==> config.mk <==
export PLATFORM = sky130hd
export DESIGN_NAME = cio_ports
export DESIGN_NICKNAME = d
export VERILOG_FILES = /design/src/hdl/cio_pkg.sv /design/src/hdl/cio_ports.sv
export VERILOG_INCLUDE_DIRS = /design/src /design/src/hdl
export SDC_FILE = /design/constraint.sdc
export NUM_CORES = 1
export LEC_CHECK = 0
export BUFFER_PORTS_ARGS = -buffer_cell sky130_fd_sc_hd__buf_2
export CAP_MARGIN = 25
export CORE_AREA = 2 2 116 118
export DETAILED_ROUTE_END_ITERATION = 16
export DIE_AREA = 0 0 118 120
export PLACE_DENSITY = 0.95
export SLEW_MARGIN = 10
export SYNTH_ARGS = -nofsm -noshare
export SYNTH_HDL_FRONTEND = slang
export SYNTH_SLANG_ARGS = --single-unit
==> constraint.sdc <==
create_clock -name pclk -period 4.57 [get_ports pclk]
set_input_delay 0.457 -clock pclk [delete_from_list [all_inputs] [get_ports pclk]]
set_output_delay 0.457 -clock pclk [all_outputs]
set_load 0.05 [all_outputs]
==> src/hdl/cio_defs.svh <==
// constants of the configurable i/o port block
`ifndef CIO_DEFS_SVH
`define CIO_DEFS_SVH
`define CIO_NPIN 23
`define CIO_P0_LSB 0
`define CIO_P1_LSB 8
`define CIO_P2_LSB 16
`define CIO_P3_LSB 21
`define CIO_RST_PIN 13
`define CIO_SCL_PIN 10
`define CIO_SDA_PIN 11
`define CIO_XTAL2_PIN 21
`define CIO_XTAL1_PIN 22
`define CIO_CFA_MASK 23'h7fd3ff
`define CIO_CFB_MASK 23'h7fdfff
`define CIO_CFG_RESET 23'h000000
`define CIO_LAT_RESET 23'h7fffff
`define CIO_DIS_RESET 5'h00
`define CIO_MAX_PINS 5'h17
`define CIO_IDX_LATCH 4'h0
`define CIO_IDX_CFGA 4'h1
`define CIO_IDX_CFGB 4'h2
`define CIO_IDX_PINS 4'h3
`define CIO_IDX_MISC 4'h4
`define CIO_SUB_DIS 2'h0
`define CIO_SUB_STAT 2'h1
`define CIO_CLK_INT 2'h0
`define CIO_CLK_EXT 2'h1
`define CIO_CLK_XTAL 2'h2
`endif

==> src/hdl/cio_pkg.sv <==
// types of the configurable i/o port block
package cio_pkg;
   typedef enum logic [1:0] {CIO_INPUT, CIO_QUASI, CIO_OPEN, CIO_PUSH} cio_mode_e;
   typedef struct packed {
      logic [22:0] lat;
      logic [22:0] cfa;
      logic [22:0] cfb;
      logic [22:0] s1;
      logic [22:0] s2;
      logic [4:0] dis;
      logic [31:0] rdata;
   } cio_state_s;
   typedef struct packed {
      logic [22:0] drv;
      logic [22:0] oe;
      logic [22:0] pu;
   } cio_pad_s;
endpackage : cio_pkg

==> src/hdl/cio_ports.sv <==
// configurable i/o ports with apb register access
`timescale 1ns/1ps
`include "cio_defs.svh"
module cio_ports (
   // clock, reset, enable
   input logic pclk,
   input logic presetn,
   input logic ce,
   // apb slave
   input logic psel,
   input logic penable,
   input logic pwrite,
   input logic [7:0] paddr,
   input logic [31:0] pwdata,
   output logic [31:0] prdata,
   output logic pready,
   output logic pslverr,
   // option straps from configuration memory
   input logic opt_ext_reset,
   input logic [1:0] opt_clk_sel,
   // pads, flat: port0 [7:0], port1 [15:8], port2 [20:16], port3 [22:21]
   input logic [22:0] pin_in,
   output logic [22:0] pin_drv,
   output logic [22:0] pin_oe,
   output logic [22:0] pin_pu
);

   cio_pkg::cio_state_s s_q, s_d;
   cio_pkg::cio_pad_s pad;
   logic [22:0] avail;
   logic [22:0] rd_pins;
   logic [4:0] pin_count;
   logic [3:0] idx;
   logic [1:0] sub;
   logic setup, wr, hit;

   // slice one port out of a flat pin vector, unused bits zero
   function automatic logic [7:0] cio_get(input logic [22:0] v, input logic [1:0] p);
      case (p)
         2'h0: cio_get = v[7:0];
         2'h1: cio_get = v[15:8];
         2'h2: cio_get = {3'h0, v[20:16]};
         default: cio_get = {6'h00, v[22:21]};
      endcase
   endfunction : cio_get

   // replace one port inside a flat pin vector
   function automatic logic [22:0] cio_put(input logic [22:0] v, input logic [1:0] p,
                                          input logic [7:0] b);
      logic [22:0] r;
      r = v;
      case (p)
         2'h0: r[7:0] = b;
         2'h1: r[15:8] = b;
         2'h2: r[20:16] = b[4:0];
         default: r[22:21] = b[1:0];
      endcase
      cio_put = r;
   endfunction : cio_put

   // register decode: word index and port from the byte address
   assign idx = paddr[7:4];
   assign sub = paddr[3:2];
   assign hit = (idx <= `CIO_IDX_PINS) || (idx == `CIO_IDX_MISC && sub <= `CIO_SUB_STAT);
   assign setup = psel && !penable;
   assign wr = psel && penable && pwrite && ce && hit;

   // clock pins and the enabled reset pin are lost to i/o
   always_comb begin
      avail = '1;
      avail[`CIO_RST_PIN] = !opt_ext_reset;
      if (opt_clk_sel != `CIO_CLK_INT) begin
         avail[`CIO_XTAL1_PIN] = 1'b0;
      end
      if (opt_clk_sel >= `CIO_CLK_XTAL) begin // codes 2 and 3 are both crystal
         avail[`CIO_XTAL2_PIN] = 1'b0;
      end
   end

   // pin count: 23 internal osc down to 20 crystal plus reset pin
   always_comb begin
      pin_count = `CIO_MAX_PINS - {4'h0, opt_ext_reset};
      case (opt_clk_sel)
         `CIO_CLK_EXT: pin_count = pin_count - 5'h01;
         `CIO_CLK_INT: pin_count = pin_count;
         default: pin_count = pin_count - 5'h02; // both crystal codes
      endcase
   end

   // read path: digital input disable forces a zero, not the pad level
   always_comb begin
      rd_pins = s_q.s2 & avail;
      rd_pins[5:1] = rd_pins[5:1] & ~s_q.dis;
   end

   // pad drivers; the type code is {cfgb bit, cfga bit}
   for (genvar i = 0; i < `CIO_NPIN; i++) begin : g_pad
      cio_pkg::cio_mode_e m;
      assign m = avail[i] ? cio_pkg::cio_mode_e'({s_q.cfb[i], s_q.cfa[i]})
                          : cio_pkg::CIO_INPUT;
      always_comb begin
         pad.drv[i] = 1'b0;
         pad.oe[i] = 1'b0;
         pad.pu[i] = 1'b0;
         case (m)
            cio_pkg::CIO_QUASI: begin
               pad.oe[i] = !s_q.lat[i];
               pad.pu[i] = s_q.lat[i];
            end
            cio_pkg::CIO_OPEN: begin
               pad.oe[i] = !s_q.lat[i];
            end
            cio_pkg::CIO_PUSH: begin
               pad.oe[i] = 1'b1;
               pad.drv[i] = s_q.lat[i];
            end
            default: begin
               pad.oe[i] = 1'b0;
            end
         endcase
      end
   end
   assign pin_drv = pad.drv;
   assign pin_oe = pad.oe;
   assign pin_pu = pad.pu;

   // next state: synchroniser, register writes, read capture in setup
   always_comb begin
      s_d = s_q;
      s_d.s1 = pin_in;
      s_d.s2 = s_q.s1;
      if (wr) begin
         case (idx)
            `CIO_IDX_LATCH: s_d.lat = cio_put(s_q.lat, sub, pwdata[7:0]);
            // masks keep the reset pin input-only, i2c pins off quasi/push
            `CIO_IDX_CFGA: s_d.cfa = cio_put(s_q.cfa, sub, pwdata[7:0])
                                     & `CIO_CFA_MASK;
            `CIO_IDX_CFGB: s_d.cfb = cio_put(s_q.cfb, sub, pwdata[7:0])
                                     & `CIO_CFB_MASK;
            `CIO_IDX_MISC: begin
               if (sub == `CIO_SUB_DIS) begin
                  s_d.dis = pwdata[5:1];
               end
            end
            default: s_d.dis = s_q.dis;
         endcase
      end
      if (setup) begin
         case (idx)
            `CIO_IDX_LATCH: s_d.rdata = {24'h000000, cio_get(s_q.lat, sub)};
            `CIO_IDX_CFGA: s_d.rdata = {24'h000000, cio_get(s_q.cfa, sub)};
            `CIO_IDX_CFGB: s_d.rdata = {24'h000000, cio_get(s_q.cfb, sub)};
            `CIO_IDX_PINS: s_d.rdata = {24'h000000, cio_get(rd_pins, sub)};
            `CIO_IDX_MISC: begin
               if (sub == `CIO_SUB_DIS) begin
                  s_d.rdata = {26'h0000000, s_q.dis, 1'b0};
               end else if (sub == `CIO_SUB_STAT) begin
                  s_d.rdata = {16'h0000, 5'h00, opt_clk_sel, opt_ext_reset, 3'h0, pin_count};
               end else begin
                  s_d.rdata = 32'h00000000;
               end
            end
            default: s_d.rdata = 32'h00000000;
         endcase
      end
   end

   // state register; reset leaves every pin input-only
   always_ff @(posedge pclk or negedge presetn) begin
      if (!presetn) begin
         s_q.lat <= `CIO_LAT_RESET;
         s_q.cfa <= `CIO_CFG_RESET;
         s_q.cfb <= `CIO_CFG_RESET;
         s_q.s1 <= '0;
         s_q.s2 <= '0;
         s_q.dis <= `CIO_DIS_RESET;
         s_q.rdata <= 32'h00000000;
      end else if (ce) begin
         s_q <= s_d;
      end
   end

   // zero-wait answer; a frozen clock enable stalls the access
   assign pready = ce;
   assign pslverr = psel && penable && !hit;
   assign prdata = s_q.rdata;

   property p_rst_pin;
      @(posedge pclk) disable iff (!presetn)
      !pin_oe[`CIO_RST_PIN] && !pin_pu[`CIO_RST_PIN] && !s_q.cfa[`CIO_RST_PIN];
   endproperty
   a_rst_pin: assert property (p_rst_pin) else $error("reset pin driven");

   property p_i2c;
      @(posedge pclk) disable iff (!presetn)
      (pin_pu[11:10] == 2'h0) && (pin_drv[11:10] == 2'h0);
   endproperty
   a_i2c: assert property (p_i2c) else $error("i2c pin not open-drain");

   property p_quasi;
      @(posedge pclk) disable iff (!presetn)
      (s_q.cfa[0] && !s_q.cfb[0]) |-> (pin_pu[0] == s_q.lat[0]) && (pin_oe[0] != s_q.lat[0])
                                       && !pin_drv[0];
   endproperty
   a_quasi: assert property (p_quasi) else $error("quasi pin wrong drive");

   property p_open;
      @(posedge pclk) disable iff (!presetn)
      (!s_q.cfa[1] && s_q.cfb[1]) |-> !pin_pu[1] && !pin_drv[1] && (pin_oe[1] == !s_q.lat[1]);
   endproperty
   a_open: assert property (p_open) else $error("open-drain pin wrong drive");

   property p_input;
      @(posedge pclk) disable iff (!presetn)
      (!s_q.cfa[2] && !s_q.cfb[2]) |-> !pin_oe[2] && !pin_pu[2];
   endproperty
   a_input: assert property (p_input) else $error("input-only pin driven");

   property p_push;
      @(posedge pclk) disable iff (!presetn)
      (s_q.cfa[3] && s_q.cfb[3]) |-> pin_oe[3] && (pin_drv[3] == s_q.lat[3]);
   endproperty
   a_push: assert property (p_push) else $error("push-pull pin wrong drive");

   property p_dis;
      @(posedge pclk) disable iff (!presetn)
      (setup && ce && idx == `CIO_IDX_PINS && sub == 2'h0 && s_q.dis[0]) |=> !prdata[1];
   endproperty
   a_dis: assert property (p_dis) else $error("disabled input read high");

   property p_idle;
      @(posedge pclk) disable iff (!presetn)
      (s_q.cfa == 23'h000000 && s_q.cfb == 23'h000000) |-> pin_oe == 23'h000000
                                                           && pin_pu == 23'h000000;
   endproperty
   a_idle: assert property (p_idle) else $error("unconfigured pin driven");

   property p_count;
      @(posedge pclk) disable iff (!presetn)
      (opt_clk_sel == `CIO_CLK_XTAL && opt_ext_reset) |-> pin_count == 5'h14;
   endproperty
   a_count: assert property (p_count) else $error("pin count wrong");

   property p_cfg_wr;
      @(posedge pclk) disable iff (!presetn)
      (wr && idx == `CIO_IDX_CFGA && sub == 2'h0) |=> s_q.cfa[7:0] == $past(pwdata[7:0]);
   endproperty
   a_cfg_wr: assert property (p_cfg_wr) else $error("config write lost");

   property p_lost;
      @(posedge pclk) disable iff (!presetn)
      ((~avail & (pin_oe | pin_pu)) == 23'h000000);
   endproperty
   a_lost: assert property (p_lost) else $error("lost pin driven");

   property p_rst_cfb;
      @(posedge pclk) disable iff (!presetn)
      !s_q.cfb[`CIO_RST_PIN];
   endproperty
   a_rst_cfb: assert property (p_rst_cfb) else $error("reset pin type set");

   property p_i2c_cfa;
      @(posedge pclk) disable iff (!presetn)
      !s_q.cfa[`CIO_SCL_PIN] && !s_q.cfa[`CIO_SDA_PIN];
   endproperty
   a_i2c_cfa: assert property (p_i2c_cfa) else $error("i2c pin type not allowed");

   property p_dis_wr;
      @(posedge pclk) disable iff (!presetn)
      (wr && idx == `CIO_IDX_MISC && sub == `CIO_SUB_DIS) |=> s_q.dis == $past(pwdata[5:1]);
   endproperty
   a_dis_wr: assert property (p_dis_wr) else $error("input disable write lost");

   property p_pu_excl;
      @(posedge pclk) disable iff (!presetn)
      (pin_pu & pin_oe) == 23'h000000;
   endproperty
   a_pu_excl: assert property (p_pu_excl) else $error("pull-up with strong drive");

endmodule : cio_ports

==> impl_metrics.ini <==
[synthesis]
synth.most_common_cell = mux2_2
yosysTopAreaCell = dfrtp_1
synth-edff-count = 0
netlist_top_cells_area = dfrtp_1 35%, mux2_2 16%, ha_1 10%
syn_area_sq_mm = 0.00751
netlist_top_cells_count = 105 x mux2_2, 104 x dfrtp_1, 60 x ha_1, 60 x inv_1, 42 x and2_1
netlist.area_leader.share_pct = 34.6
syn_inst = 681
seq_area_frac_synth_pct = 42.7
ys_ff_latch = 127
ys_warn_count = 0
ys_types = 50
synth_ff_type = dfrtp_1
syn_avg_cell_area_sq_um = 11.0
synth-async-reset-ratio_pct = 100

[worst_setup_path]
cp-start-kind = input port
crit_required_ps = 4110
setup.worst_path.end_class = output pin
path_cells = buf_2 -> buf_4 -> or3_1 -> a21oi_2 -> nor2_1 -> buf_2
critPathTopFamily = buffers and inverters
cpMostUsedCell = buf_2
cp_slowest_cell = or3_1
worst_path_largest_cell_delay_ps = 390
crit_buf_inv = 3
path_class = in2out
arrival_ps = 1980
worstPathMaxFanout = 27

[sta]
timing.setup.tns_ps = 0
setup_viol = 0
fin_worst_skew_ps = 7.53
worstMarginPinSlew_ps = 1070
maxSlewViolCount = 0
post-route-period-util_pct = 53.3
fin_crit_ps = 2440
rsz0062_at_grt = no
hold_viol = 0
setup_ws_ps = 2130
slew_headroom_pct = 28.5
clock.fmax_mhz = 410

[clock_tree]
clock_latency_ps = 410
hold_buffers = 0
cts_root_buf = clkbuf_16
cts_setup_buffers = 0
cts_buffer_depth = 2
htree_levels = 4
cts.sinks = 127
cts_tree = done
cts-resized-gates = 0
clk_pin_slew_ps = 50
cts_made_buffers = 17

[final_layout]
nNetsFinal = 920
drive_gt1_share_pct = 37.9
area_delta_synth_final_pct = 15.4
fin_cells = 977
fill_cells = 938

[floorplan]
rows = 42
fp.coreArea_sq_mm = 0.0130
die_w_microns = 118
io_pins = 175
start_util_pct = 57.9
die_height_microns = 120
die_area_sq_mm = 0.0142

[global_routing]
grt-ovfl-total = 0
grt_max_degree = 48
grtUsageTotal_pct = 26.2
antenna_found_initial = 2
first_global_vias = 5491
grt_pass1_wl_microns = 28800

[run_status]
outcome = finished clean

[power_and_ir_drop]
powerDensity_mw_per_mm2 = 337
leakage_nw = 4.21
vdd_drop_max_mv = 0.240
finalPower_mw = 2.92

[route]
drc_errors = 0
ant_nets = 0
vias = 5540
wl_per_cell_microns = 18.3
first_iter_violations = 558
via_per_inst = 5.67
finalWirelength_microns = 17900
firstDrtPassIters = 5

[placed_design]
place_congestion = 0.844
dpl.hpwl_microns = 12300
pre_cts_ws_ps = 1860
dp.cells = 945
numPortBuffers = 120

[worst_hold_path]
hp-class = in2async

[job]
max_cap_violations = 0
-- routing by layer --
| layer | wire, microns | global-route usage [%] | vias up | share of wire, % |
|---|---|---|---|---|
| li1 | - | - | 2458 | - |
| met1 | 7030 | 31.8 | 2726 | 39 |
| met2 | 8900 | 45.0 | 299 | 50 |
| met3 | 1380 | 7.56 | 55 | 7.7 |
| met4 | 525 | 8.36 | 2 | 2.9 |
| met5 | 17 | 0 | - | 0.095 |
-- worst paths after layout --
| check | slack, ps | start | endpoint | cells past startpoint |
|---|---|---|---|---|
| setup reg to reg | 2860 | g_pad[8].m[1]$_DFFE_PN0P_ | prdata[0]$_DFFE_PN0P_ | 4 |
| hold reg to reg | 490 | prdata[10]$_DFFE_PN0P_ | prdata[10]$_DFFE_PN0P_ | 2 |
| hold / removal | 40 | presetn | s_d[52]$_DFFE_PN0P_ | 1 |
| max in group asynchronous | 3570 | presetn | s_q[130]$_DFFE_PN1P_ | 2 |
| setup / recovery | 2130 | paddr[3] | pslverr | 6 |
| min in group pclk | 270 | pin_in[15] | s_d[52]$_DFFE_PN0P_ | 2 |
-- stage by stage --
stage / hold slack [ps] / utilization (%) / area, sq um
3_5_place_dp: 480 / 62.1 / 8060
6_report: 35.5 / 66.8 / 8670
4_1_cts: 43.2 / 66.7 / 8660
3_3_place_gp: 459 / 62.1 / 8060
2_1_floorplan: 161 / - / 7610
5_1_grt: 70.8 / 66.8 / 8670
-- placed cells by master, fill, tap and decap left out, drive strengths merged, types with 4 or more instances in the layout --
cell	Yosys	layout
nand2b	5	5
buf	56	125
a221oi	4	4
nand3	5	5
and3	4	4
nand2	39	39
a21oi	20	20
dfstp	23	23
a22oi	10	10
nor2b	7	7
nor2	41	41
conb	1	28
mux4	7	7
dfrtp	104	104
mux2i	17	17
ha	60	60
o21ai	22	22
nor3	11	11
clkinv	0	5
and2	42	42
o22ai	5	5
clkbuf	8	22
mux2	111	111
inv	60	60
-- layout make-up --
cell class                      count  area (sq um)  share of cell area, %
Timing Repair Buffer              125           641                   7.39
Inverter                           60           225                   2.60
Antenna cell                        1          2.50                 0.0289
Multi-Input combinational cell    457          3760                   43.4
Clock inverter                      9           134                   1.54
Tap cell                          176           220                   2.54
Sequential cell                   127          3210                   37.0
Clock buffer                       22           474                   5.47
-- power breakdown --
part	leakage (nW)	total [mW]	internal (mW)	switching (mW)
Sequential	1.56	1.24	1.19	0.0453
Clock	0.296	1.38	0.898	0.480
Combinational	2.35	0.310	0.108	0.202
-- sequential cells by signal (all words and copies together) (netlist names) --
signal / count
g_pad.m: 38
prdata: 11
s_d: 23
s_q: 55
-- kinds of logic (layout without fill, tap and decap cells) --
family,Yosys count,after routing,share of synthesized area [%]
muxes,135,135,21.0
and+or+nand+nor,160,160,11.4
adders and majority gates,60,60,10.0
buffers and inverters,124,216,8.56
DFF,127,127,42.7
xor gates and xnor gates,1,1,0.117
other,1,29,0.0499
AOI/OAI and AO/OA,73,73,6.13
Note: power is estimated with default switching activity, not from simulation.
